### config.mk
export PLATFORM = sky130hd
export DESIGN_NAME = owdr_rx
export DESIGN_NICKNAME = d
export VERILOG_FILES = /design/src/include/owdr_pkg.sv /design/src/design/owdr_sync.sv /design/src/design/owdr_rx.sv
export VERILOG_INCLUDE_DIRS = /design/src /design/src/include
export SDC_FILE = /design/constraint.sdc
export NUM_CORES = 1
export LEC_CHECK = 0
export ABC_CLOCK_PERIOD_IN_PS = 2900
export BUFFER_PORTS_ARGS = -buffer_cell sky130_fd_sc_hd__buf_2
export CAP_MARGIN = 20
export CORE_MARGIN = 5
export CORE_UTILIZATION = 55
export CTS_BUF_LIST = sky130_fd_sc_hd__clkbuf_4 sky130_fd_sc_hd__clkbuf_8 sky130_fd_sc_hd__clkbuf_16
export CTS_CLUSTER_SIZE = 16
export DETAILED_ROUTE_END_ITERATION = 16
export PLACE_DENSITY = 0.7
export SETUP_SLACK_MARGIN = 0.3
export SYNTH_ARGS = -nofsm -noshare
export SYNTH_HDL_FRONTEND = slang
export SYNTH_SLANG_ARGS = --single-unit
export TNS_END_PERCENT = 100
### constraint.sdc
create_clock -name core_clk -period 2.9 [get_ports core_clk]
set_input_delay 0.725 -clock core_clk [delete_from_list [all_inputs] [get_ports core_clk]]
set_output_delay 0.725 -clock core_clk [all_outputs]
set_load 0.02 [all_outputs]
### src/include/owdr_map.svh
`ifndef OWDR_MAP_SVH
`define OWDR_MAP_SVH
// Clock rate in kHz (40 MHz core clock)
`define OWDR_CLK_KHZ        40000
// Times as printed, in ns or us
`define OWDR_T_START_NS     3500
`define OWDR_END_OF_STREAM_TIME_NS       3500
`define OWDR_T_ACK_DLY_NS   3500
`define OWDR_T_ACK_PULSE_US 900
`define OWDR_T_SHDN_US      3500
// Cycle counts derived from the rate
`define OWDR_EOS_CYC  ((`OWDR_END_OF_STREAM_TIME_NS * (`OWDR_CLK_KHZ / 1000) + 999) / 1000)
`define OWDR_ACK_DLY_CYC \
    ((`OWDR_T_ACK_DLY_NS * (`OWDR_CLK_KHZ / 1000) + 999) / 1000)
`define OWDR_ACK_PULSE_CYC (`OWDR_T_ACK_PULSE_US * (`OWDR_CLK_KHZ / 1000))
`define OWDR_SHDN_CYC      (`OWDR_T_SHDN_US * (`OWDR_CLK_KHZ / 1000))
// Longest high inside a byte before it is abandoned; a plain bound
// chosen above the longest bit period at the slowest supported rate
`define OWDR_T_ABORT_US    1000
`define OWDR_ABORT_CYC     (`OWDR_T_ABORT_US * (`OWDR_CLK_KHZ / 1000))
// Width of the duration counters
`define OWDR_CNT_W          18
// Device address and data byte fields
`define OWDR_DEV_ADDR       8'h58
`define OWDR_ACK_REQ_BIT    7
`define OWDR_SEL_HI_BIT     6
`define OWDR_SEL_LO_BIT     5
`define OWDR_LEVEL_W        5
`define OWDR_LEVEL_RESET    5'h1f
`endif

### src/include/owdr_pkg.sv
package owdr_pkg;
    // Fault indications from the analog front end
    typedef struct packed {
        logic uvlo;
        logic output_overvoltage_threshold;
        logic fb_low;
        logic otp;
    } owdr_fault_t;

    // Link receiver states
    typedef enum logic [2:0] {
        OWDR_IDLE,
        OWDR_LOW,
        OWDR_HIGH,
        OWDR_ACK_WAIT,
        OWDR_ACK_PULSE
    } owdr_state_t;
endpackage

### src/design/owdr_sync.sv
// Three-stage input synchroniser; output follows once stages two and
// three agree, which also rejects single-cycle glitches.
module owdr_sync (
    // Clock and reset
    input  wire logic core_clk,
    input  wire logic nrst,
    // Raw and clean level
    input  wire logic din,
    output logic      dout
);
    logic [2:0] sh_r;
    logic [2:0] sh_nxt;
    logic       out_r;
    logic       out_nxt;

    // Shift and agree; idle level of the line is high
    always_comb begin
        sh_nxt  = {sh_r[1:0], din};
        out_nxt = (sh_r[1] == sh_r[2]) ? sh_r[2] : out_r;
    end

    always_ff @(posedge core_clk) begin
        if (!nrst) begin
            sh_r  <= 3'h7;
            out_r <= 1'b1;
        end else begin
            sh_r  <= sh_nxt;
            out_r <= out_nxt;
        end
    end

    assign dout = out_r;
endmodule // owdr_sync

### src/design/owdr_rx.sv
// Overview of operation
// - Bytes arrive most significant bit first, least significant last.
// - Address byte accepted without start when line already high.
// - Zero if low at least twice high; one if high twice low.
// - Each bit measured falling edge to falling edge.
// - Address byte compared with fixed pattern, bit zero is zero.
// - Data: bit7 ack request, bits6-5 zero selectors, bits4-0 level.
// - Ack only if requested, address matches, both bytes clean.
// - Ack after fixed delay from last fall, pull low bounded time.
// - Ack is active-low open drain; host provides pull-up.
// - Undervoltage keeps switch off until indication clears.
// - Overvoltage with low feedback shuts the device down.
// - Open-LED shutdown latched until long low then high.
// - Over-temperature shuts down, resumes when indication clears.
// - Fixed device address is hex 58.
// - Level selects one of 32 steps, full scale after reset.
// - Line low longer than shutdown time enters shutdown.
// - Decoder works without configuration at any rate whose highs stay below the abort bound and whose levels last over one cycle.
`include "owdr_map.svh"
module owdr_rx (
    // Clock and reset
    input  wire logic                    core_clk,
    input  wire logic                    nrst,
    // Control pin, open drain
    input  wire logic                    ctrl_in,
    output logic                         ctrl_out,
    output logic                         ctrl_oe_n,
    // Analog indications
    input  owdr_pkg::owdr_fault_t        fault,
    // Outputs to the regulator
    output logic [`OWDR_LEVEL_W-1:0]     level,
    output logic                         switch_en,
    output logic                         shutdown,
    output logic                         open_led_latched,
    output logic                         rx_error,
    output logic                         cmd_valid
);
    import owdr_pkg::*;

    localparam logic [`OWDR_CNT_W-1:0] EOS_CYC =
        `OWDR_CNT_W'(`OWDR_EOS_CYC);
    localparam logic [`OWDR_CNT_W-1:0] ACK_DLY_CYC =
        `OWDR_CNT_W'(`OWDR_ACK_DLY_CYC);
    localparam logic [`OWDR_CNT_W-1:0] ACK_PULSE_CYC =
        `OWDR_CNT_W'(`OWDR_ACK_PULSE_CYC);
    localparam logic [`OWDR_CNT_W-1:0] SHDN_CYC =
        `OWDR_CNT_W'(`OWDR_SHDN_CYC);
    localparam logic [`OWDR_CNT_W-1:0] ABORT_CYC =
        `OWDR_CNT_W'(`OWDR_ABORT_CYC);
    localparam logic [`OWDR_CNT_W-1:0] CNT_MAX = '1;

    // Ratio test: 2 = zero, 1 = one, 0 = neither; no rate setting
    function automatic logic [1:0] bit_decode(
        input logic [`OWDR_CNT_W-1:0] t_low,
        input logic [`OWDR_CNT_W-1:0] t_high);
        logic [`OWDR_CNT_W:0] lo2;
        logic [`OWDR_CNT_W:0] hi2;
        begin
            lo2 = {t_low, 1'b0};
            hi2 = {t_high, 1'b0};
            if ({1'b0, t_low} >= hi2)
                bit_decode = 2'h2;
            else if ({1'b0, t_high} >= lo2)
                bit_decode = 2'h1;
            else
                bit_decode = 2'h0;
        end
    endfunction

    // Saturating increment shared by all duration counters
    function automatic logic [`OWDR_CNT_W-1:0] sat_inc(
        input logic [`OWDR_CNT_W-1:0] v);
        sat_inc = (v == CNT_MAX) ? v : v + `OWDR_CNT_W'(1);
    endfunction

    logic line;
    owdr_sync u_sync (
        .core_clk (core_clk),
        .nrst     (nrst),
        .din      (ctrl_in),
        .dout     (line)
    );

    owdr_state_t               st_r,      st_nxt;
    logic [`OWDR_CNT_W-1:0]    lo_cnt_r,  lo_cnt_nxt;
    logic [`OWDR_CNT_W-1:0]    hi_cnt_r,  hi_cnt_nxt;
    logic [`OWDR_CNT_W-1:0]    tmr_r,     tmr_nxt;
    logic [7:0]                sh_r,      sh_nxt;
    logic [3:0]                nbit_r,    nbit_nxt;
    logic                      byte_r,    byte_nxt;
    logic [7:0]                addr_r,    addr_nxt;
    logic                      err_r,     err_nxt;
    logic [`OWDR_LEVEL_W-1:0]  level_r,   level_nxt;
    logic                      ack_on_r,  ack_on_nxt;
    logic                      valid_r,   valid_nxt;
    logic                      line_d_r;
    logic [`OWDR_CNT_W-1:0]    shdn_cnt_r, shdn_cnt_nxt;
    logic                      shdn_r,    shdn_nxt;
    logic                      oled_r,    oled_nxt;
    logic                      oled_arm_r, oled_arm_nxt;

    logic       fall;
    logic       rise;
    logic [1:0] dec;
    logic       ack_due;
    logic [7:0] full_byte;

    assign fall = line_d_r & ~line;
    assign rise = ~line_d_r & line;
    assign dec  = bit_decode(lo_cnt_r, hi_cnt_r);
    assign full_byte = {sh_r[6:0], dec[0]};

    // The fall that opens the end-of-stream low closes the eighth bit;
    // the byte is only acted on once that low has lasted the end time,
    // so a ninth bit arriving early is caught as an error.
    always_comb begin
        st_nxt     = st_r;
        lo_cnt_nxt = lo_cnt_r;
        hi_cnt_nxt = hi_cnt_r;
        tmr_nxt    = tmr_r;
        sh_nxt     = sh_r;
        nbit_nxt   = nbit_r;
        byte_nxt   = byte_r;
        addr_nxt   = addr_r;
        err_nxt    = err_r;
        level_nxt  = level_r;
        ack_on_nxt = 1'b0;
        valid_nxt  = 1'b0;
        ack_due    = 1'b0;
        case (st_r)
            OWDR_IDLE: begin
                // Line high here counts as a start; no prior low needed
                if (fall) begin
                    st_nxt     = OWDR_LOW;
                    lo_cnt_nxt = '0;
                    hi_cnt_nxt = '0;
                end
            end
            OWDR_LOW: begin
                lo_cnt_nxt = sat_inc(lo_cnt_r);
                if (line) begin
                    st_nxt = OWDR_HIGH;
                end else if (nbit_r == 4'h8 &&
                             lo_cnt_r >= EOS_CYC) begin
                    // All eight bits in; this low is no bit, so no
                    // ratio test is made on it
                    if (!byte_r) begin
                        addr_nxt = sh_r;
                        byte_nxt = 1'b1;
                        nbit_nxt = 4'h0;
                        sh_nxt   = 8'h00;
                        st_nxt   = OWDR_IDLE;
                    end else begin
                        ack_due = sh_r[`OWDR_ACK_REQ_BIT] &&
                                  addr_r == `OWDR_DEV_ADDR &&
                                  !err_r;
                        if (addr_r == `OWDR_DEV_ADDR && !err_r &&
                            !sh_r[`OWDR_SEL_HI_BIT] &&
                            !sh_r[`OWDR_SEL_LO_BIT]) begin
                            level_nxt = sh_r[`OWDR_LEVEL_W-1:0];
                            valid_nxt = 1'b1;
                        end
                        byte_nxt = 1'b0;
                        nbit_nxt = 4'h0;
                        sh_nxt   = 8'h00;
                        err_nxt  = 1'b0;
                        // Delay counts from the last falling edge
                        tmr_nxt  = lo_cnt_r;
                        st_nxt   = ack_due ? OWDR_ACK_WAIT : OWDR_IDLE;
                    end
                end
            end
            OWDR_HIGH: begin
                hi_cnt_nxt = sat_inc(hi_cnt_r);
                if (fall) begin
                    // Interval closed; shift the decoded bit
                    if (nbit_r == 4'h8) begin
                        // A ninth fall before end-of-stream is a fault
                        err_nxt = 1'b1;
                    end else begin
                        if (dec == 2'h0)
                            err_nxt = 1'b1;
                        sh_nxt   = full_byte;
                        nbit_nxt = nbit_r + 4'h1;
                    end
                    lo_cnt_nxt = '0;
                    hi_cnt_nxt = '0;
                    st_nxt     = OWDR_LOW;
                end else if (hi_cnt_r >= ABORT_CYC) begin
                    // A high longer than any bit at the slowest rate
                    // abandons the transaction; a lower bound would cut
                    // the long one-bits of slow hosts
                    st_nxt   = OWDR_IDLE;
                    nbit_nxt = 4'h0;
                    byte_nxt = 1'b0;
                    err_nxt  = 1'b0;
                    sh_nxt   = 8'h00;
                end
            end
            OWDR_ACK_WAIT: begin
                tmr_nxt = sat_inc(tmr_r);
                if (tmr_r >= ACK_DLY_CYC) begin
                    st_nxt     = OWDR_ACK_PULSE;
                    tmr_nxt    = '0;
                    ack_on_nxt = 1'b1;
                end
            end
            OWDR_ACK_PULSE: begin
                // Pulse width fixed at the bound so a host never waits
                // past it; pull-down released afterwards
                tmr_nxt    = sat_inc(tmr_r);
                ack_on_nxt = (tmr_r < ACK_PULSE_CYC - `OWDR_CNT_W'(1));
                if (!ack_on_nxt)
                    st_nxt = OWDR_IDLE;
            end
            default: st_nxt = OWDR_IDLE;
        endcase
        // Shutdown aborts any transaction and restores level default
        if (shdn_r) begin
            st_nxt    = OWDR_IDLE;
            nbit_nxt  = 4'h0;
            byte_nxt  = 1'b0;
            err_nxt   = 1'b0;
            level_nxt = `OWDR_LEVEL_RESET;
            ack_on_nxt = 1'b0;
        end
    end

    // Shutdown timing and open-LED latch
    always_comb begin
        shdn_cnt_nxt = line ? '0 : sat_inc(shdn_cnt_r);
        shdn_nxt     = shdn_r;
        if (!line && shdn_cnt_r >= SHDN_CYC && !ack_on_r)
            shdn_nxt = 1'b1;
        else if (rise)
            shdn_nxt = 1'b0;
        oled_arm_nxt = oled_arm_r;
        if (oled_r && !line && shdn_cnt_r >= SHDN_CYC)
            oled_arm_nxt = 1'b1;
        oled_nxt = oled_r;
        if (oled_arm_r && rise) begin
            oled_nxt     = 1'b0;
            oled_arm_nxt = 1'b0;
        end
        // Set wins over the release in the same cycle
        if (fault.output_overvoltage_threshold && fault.fb_low && switch_en)
            oled_nxt = 1'b1;
    end

    always_ff @(posedge core_clk) begin
        if (!nrst) begin
            st_r       <= OWDR_IDLE;
            lo_cnt_r   <= '0;
            hi_cnt_r   <= '0;
            tmr_r      <= '0;
            sh_r       <= 8'h00;
            nbit_r     <= 4'h0;
            byte_r     <= 1'b0;
            addr_r     <= 8'h00;
            err_r      <= 1'b0;
            level_r    <= `OWDR_LEVEL_RESET;
            ack_on_r   <= 1'b0;
            valid_r    <= 1'b0;
            line_d_r   <= 1'b1;
            shdn_cnt_r <= '0;
            shdn_r     <= 1'b0;
            oled_r     <= 1'b0;
            oled_arm_r <= 1'b0;
        end else begin
            st_r       <= st_nxt;
            lo_cnt_r   <= lo_cnt_nxt;
            hi_cnt_r   <= hi_cnt_nxt;
            tmr_r      <= tmr_nxt;
            sh_r       <= sh_nxt;
            nbit_r     <= nbit_nxt;
            byte_r     <= byte_nxt;
            addr_r     <= addr_nxt;
            err_r      <= err_nxt;
            level_r    <= level_nxt;
            ack_on_r   <= ack_on_nxt;
            valid_r    <= valid_nxt;
            line_d_r   <= line;
            shdn_cnt_r <= shdn_cnt_nxt;
            shdn_r     <= shdn_nxt;
            oled_r     <= oled_nxt;
            oled_arm_r <= oled_arm_nxt;
        end
    end

    // Open-drain drive: output always low, enable active low
    assign ctrl_out  = 1'b0;
    assign ctrl_oe_n = ~ack_on_r;
    // Switch gated by every shutdown cause
    assign switch_en = ~shdn_r & ~oled_r & ~fault.uvlo & ~fault.otp;
    assign shutdown  = ~switch_en;
    assign level     = level_r;
    assign open_led_latched = oled_r;
    assign rx_error  = err_r;
    assign cmd_valid = valid_r;
endmodule // owdr_rx

-- Word-level counts from Yosys, hierarchy flattened
Cells that the tools add are included.
- word-level logic and storage cells: 170
- output and inout bits: 12
- register bits: 112
- add/sub/neg operators: 5
- bitwise operators: 17
- eq/ne operators: 26
- reduce and logical (&&, ||, !) cells: 40
- muxes and demuxes: 56
- magnitude comparators: 7
- operators by type and width (cell ; number):
    $mux W18 ; 9
    $add A18 B1 Y18 const B ; 4
    $eq A18 B18 Y1 const B ; 4
    $pmux W18 S2 ; 2
    $pmux W18 S3 ; 1
    $mux W8 ; 5
    $ge A18 B19 Y1 ; 2
    $ge A18 B8 Y1 const B ; 2
    $mux W3 ; 7
    $mux W4 ; 5
    $reduce_and A5 Y1 ; 4
    $ge A18 B16 Y1 const B ; 1
    $ge A18 B18 Y1 const B ; 1
    $lt A18 B16 Y1 const B ; 1
    $mux W1 ; 18
    $ne A2 B2 Y1 const B ; 9
    $pmux W8 S2 ; 1
    $pmux W3 S5 ; 1
    $logic_and A1 B1 Y1 ; 13
    $not A1 Y1 ; 12
    $reduce_bool A2 Y1 ; 5
    $ne A3 B3 Y1 const B ; 3
    $eq A8 B7 Y1 const B ; 1
    $pmux W4 S2 ; 1
    other kinds (21) ; 39

-- Longest topological paths before layout
- depth after elaboration: 8
- mapped depth: 9
- mapped depth without buffers: 8

-- Modules after synthesis
Synthesis repeated with hierarchy kept, for this count alone.
- cell total of the unflattened synthesis: 805
- area, all modules: 6582.6 µm²
- by module, submodules not included (module ; seq. area each (µm²) ; instances ; cells each ; area an instance (µm²)):
    owdr_rx ; 2162.1 ; 1 ; 795 ; 6470.0
    owdr_sync ; 80.1 ; 1 ; 10 ; 112.6

-- Least setup slack after synthesis
No wires, ideal clock.
- kind: input to output
- start: input fault[3] (netlist name)
- end: output shutdown
- slack: 0.348 ns
- stages: 2
- path buffers: 0
- arrival: 1.827 ns
- required time: 2.175 ns
- cells stage by stage: nor4_1 inv_1
- longest elaborated chain between the ends: 4
- RTL lines (element ; line ; source):
    from (decl) ; owdr_rx.sv:29 ; input owdr_pkg::owdr_fault_t fault,
    $not A1 Y1 ; owdr_rx.sv:294 ; assign switch_en = ~shdn_r & ~oled_r & ~fault.uvlo & ~fault.otp;
    $and A1 B1 Y1 (2 in a row) ; owdr_rx.sv:294 ;
    $not A1 Y1 ; owdr_rx.sv:295 ; assign shutdown = ~switch_en;
    to (decl) ; owdr_rx.sv:33 ; output logic shutdown,
Every way passes these cells.

-- Final worst setup path
- start: register lo_cnt_r[3]
- end: register tmr_r[1]
- longest elaborated chain between the ends: 4
- RTL lines (element ; line ; source):
    from (decl) ; owdr_rx.sv:85 ; logic [`OWDR_CNT_W-1:0] lo_cnt_r, lo_cnt_nxt;
    from (signal assigned) ; owdr_rx.sv:271 ; lo_cnt_r <= lo_cnt_nxt;
    $ge A18 B8 Y1 ; owdr_rx.sv:144 ; lo_cnt_r >= EOS_CYC) begin
    $logic_and A1 B1 Y1 ; owdr_rx.sv:143 ; end else if (nbit_r == 4'h8 &&
    $ne A2 B2 Y1 (no line) ; - ;
    $reduce_and A4 Y1 (no line) ; - ;
    to (signal assigned) ; owdr_rx.sv:273 ; tmr_r <= tmr_nxt;
    to (decl) ; owdr_rx.sv:87 ; logic [`OWDR_CNT_W-1:0] tmr_r, tmr_nxt;
Every way passes these cells.
A chain may end at the register's enable or synchronous reset.

==> results.sh <==
export IMPL_max_cap_violations=0
export IMPL_finalWirelength_um=17190
export IMPL_detail_route_wl_per_cell_um=17.56
export IMPL_synth_seq_cells=112
export IMPL_relSlewSlack_pct=32.69
export IMPL_p_int_mw=2.195
export IMPL_gp_congestion=0.9131
export IMPL_start_util_pct=56.03
export IMPL_p_per_area_nw_per_um2=405.3
export IMPL_fin_hold_ws_ns=0.4203
export IMPL_syn_inst=824
export IMPL_port_buffers=17
export IMPL_critPathMaxFanout=10
export IMPL_arrival_ns=2.69
export IMPL_layout_drive_gt1_share_pct=7.813
export IMPL_crit_type="reg2reg"
export IMPL_synth_common_cells="dfxtp_1, nor2_1, nand2_1, inv_1, o21ai_0"
export IMPL_synth_distinct_cells=75
export IMPL_core_area_um2=12010
export IMPL_cts_sinks=112
export IMPL_final_hold_violation_count=0
export IMPL_top_layer="met4"
export IMPL_die_y_um=120.6
export IMPL_min_period_over_period_pct=84.01
export IMPL_met1_length_um=7486
export IMPL_first_iter_violations=587
export IMPL_io_pins=19
export IMPL_syn_area_per_cell_um2=8.168
export IMPL_min_to="u_sync.sh_r[1]"
export IMPL_leakagePower_nw=2.474
export IMPL_grt_antenna_before_repair=0
export IMPL_cts_made_buffers=9
export IMPL_r2r_end="tmr_r[1]"
export IMPL_ir_drop_v=0.0004172
export IMPL_synthArstFlopShare_pct=0
export IMPL_n_fill_cell=1102
export IMPL_placementRows=40
export IMPL_hold_depth=1
export IMPL_status="completed"
export IMPL_hp_start="u_sync.sh_r[0]"
export IMPL_clk_latency_ns=0.36
export IMPL_fin_crit_ns=2.436
export IMPL_finalSetupTns_ns=0
export IMPL_fmax_mhz=410.5
export IMPL_synthesis_nets=873
export IMPL_grt_max_degree=22
export IMPL_avgViaCountPerCell=6.230
export IMPL_reg2regPathDepth=6
export IMPL_synth_edf_count=0
export IMPL_syn_area_um2=6730
export IMPL_die_area_um2=14550
export IMPL_power_switching_mw=0.7293
export IMPL_drt_pass1_iter_count=6
export IMPL_p_sw_share_pct=24.94
export IMPL_synth_top_cell_by_area="dfxtp_1"
export IMPL_syn2layout_area_growth_pct=7.213
export IMPL_grtUsageTotal_pct=24.25
export IMPL_clockBufferDepth=2
export IMPL_num_antenna_cells=0
export IMPL_rsz0062_at_grt="no"
export IMPL_cts_hold_buf=0
export IMPL_seq_area_frac_synth_pct=33.31
export IMPL_synth_most_common_cell="dfxtp_1"
export IMPL_ys_flop_type="dfxtp_1"
export IMPL_cts_resized=0
export IMPL_cts_root_buffer="clkbuf_16"
export IMPL_endpoint_kind="flop"
export IMPL_critPathRequiredTime_ns=3.15
export IMPL_netlist_area_leader_share_pct=33.31
export IMPL_post_cts_buffers=0
export IMPL_vias=6099
export IMPL_grt_overflow=0
export IMPL_routed_wl_met3_um=1082
export IMPL_final_nets=876
export IMPL_worstMarginPinSlew_ns=1.008
export IMPL_cts_tree="built"
export IMPL_synth_area_leaders="dfxtp_1, ha_1, nor2_1, nand2_1, xnor2_1"
export IMPL_wl_met2_um=8311
export IMPL_power_share_clock_pct=41.8
export IMPL_slew_viol_final=0
export IMPL_regToRegStartpoint="lo_cnt_r[3]"
export IMPL_setup_violations=0
export IMPL_r2r_slack_ns=0.46
export IMPL_grt_pass1_wl_um=28770
export IMPL_clk_pin_slew_ns=0.08
export IMPL_startpoint_type="flop"
export IMPL_drc_errors=0
export IMPL_grt_pass1_vias=5821
export IMPL_fin_skew_ns=0.005748
export IMPL_drtAntennaViolNets=0
export IMPL_yosysWarnings=0
export IMPL_die_w_um=120.6
export IMPL_hold_path_class="reg2reg"
export IMPL_htreeDepth=3
export IMPL_power_frac_comb_pct=4.9
export IMPL_hpwl_um=12990
export IMPL_p_seq_share_pct=53.3
[state kept, by name, indices dropped and copies added, names as in the netlist]
| signal | flops |
|---|---|
| ack_on_r | 1 |
| addr_r | 8 |
| byte_r | 1 |
| cmd_valid | 1 |
| hi_cnt_r | 18 |
| level | 5 |
| line_d_r | 1 |
| lo_cnt_r | 18 |
| nbit_r | 4 |
| oled_arm_r | 1 |
| open_led_latched | 1 |
| rx_error | 1 |
| sh_r | 8 |
| shdn_cnt_r | 18 |
| shdn_r | 1 |
| st_r | 3 |
| tmr_r | 18 |
| u_sync.dout | 1 |
| u_sync.sh_r | 3 |
[cell families (layout without fill, tap and decap cells)]
kind of cell	after synthesis	after routing	share of synthesized area, %
AOI/OAI and AO/OA	185	185	19.30
xor gates and xnor gates	36	36	4.685
adders and majority gates	42	42	7.808
buffers and inverters	93	101	5.689
DFF	112	112	33.31
muxes	15	15	2.231
other	1	1	0.05572
and+or+nand+nor	340	340	26.92
[worst max-delay path, stage by stage, from the launching register on]
cell and delay, ns:
dfxtp_1 0.39, a2111oi_1 0.62, o2111ai_2 0.23, a31oi_4 0.32, a21oi_2 0.15, and2_1 0.34
a32o_1 0.28
[power groups by stage]
stage                     Clock, mW  Combinational [mW]  Sequential (mW)
after floorplan                   0               0.113             1.59
after global placement            0               0.140             1.60
after detailed placement          0               0.143             1.60
after CTS                      1.25               0.144             1.56
after global routing           1.31               0.159             1.56
final                          1.22               0.144             1.56
[area by class of cell]
cell class              instances  area (um2)  area share (%)
repair buffers                 33       205.2           2.844
inverters                      52       195.2           2.705
clock buffers                   9       225.2           3.121
flip-flops and latches        112        2242           31.07
multi-input cells             619        4105           56.89
clock inverters                 7       58.81          0.8150
well taps                     147       183.9           2.549
[worst max-delay path by stage]
stage / start / endpoint / slack (ns) / cells past startpoint
5_1_grt: line_d_r / hi_cnt_r[9] / 0.31 / 6
2_1_floorplan: fault[3] / shutdown / 0.35 / 2
3_5_place_dp: hi_cnt_r[10] / sh_r[1] / 0.52 / 6
6_report: lo_cnt_r[3] / tmr_r[1] / 0.46 / 6
3_3_place_gp: hi_cnt_r[10] / sh_r[1] / 0.55 / 6
4_1_cts: line_d_r / hi_cnt_r[9] / 0.51 / 6
[metrics by stage]
| stage | area [um2] | utilization (%) | instances | setup WS [ns] | power [mW] |
|---|---|---|---|---|---|
| 3_3_place_gp | 6932 | 57.71 | 963 | 0.5474 | 1.735 |
| 5_1_grt | 7216 | 60.07 | 979 | 0.3055 | 3.029 |
| 6_report | 7216 | 60.07 | 979 | 0.4637 | 2.925 |
| 2_1_floorplan | 6730 | - | 824 | 0.3478 | 1.702 |
| 3_5_place_dp | 6932 | 57.71 | 963 | 0.5178 | 1.739 |
| 4_1_cts | 7216 | 60.07 | 979 | 0.5057 | 2.950 |
[cells in the final DEF, fill, tap and decap left out, drive strengths merged, types with 3 or more instances in the layout]
master and instances:
nand4 23, a21o 7, and4 7, nand2 67, nor4 16, a22oi 3
o2111ai 4, o31ai 9, a211oi 8, mux2i 15, nor2b 11, a21oi 40
ha 42, clkbuf 9, a22o 3, and3 18, a311oi 6, o41ai 4
nor3b 7, nand2b 11, o21ai 44, dfxtp 112, nor4b 3, xnor2 27
and2 10, nand3 38, xor2 9, or4 3, o211ai 9, a32o 12
o21a 6, a31oi 8, nor2 85, or3 8, inv 57, nor3 23
buf 33
[routing by layer]
metal  GRT usage [%]  vias to the layer above
li1                -                     2981
met1           30.85                     2890
met2           40.62                      200
met3           5.893                       28
met4           7.436                        0
met5               0                        -
Note: power is estimated with default switching activity, not from simulation.
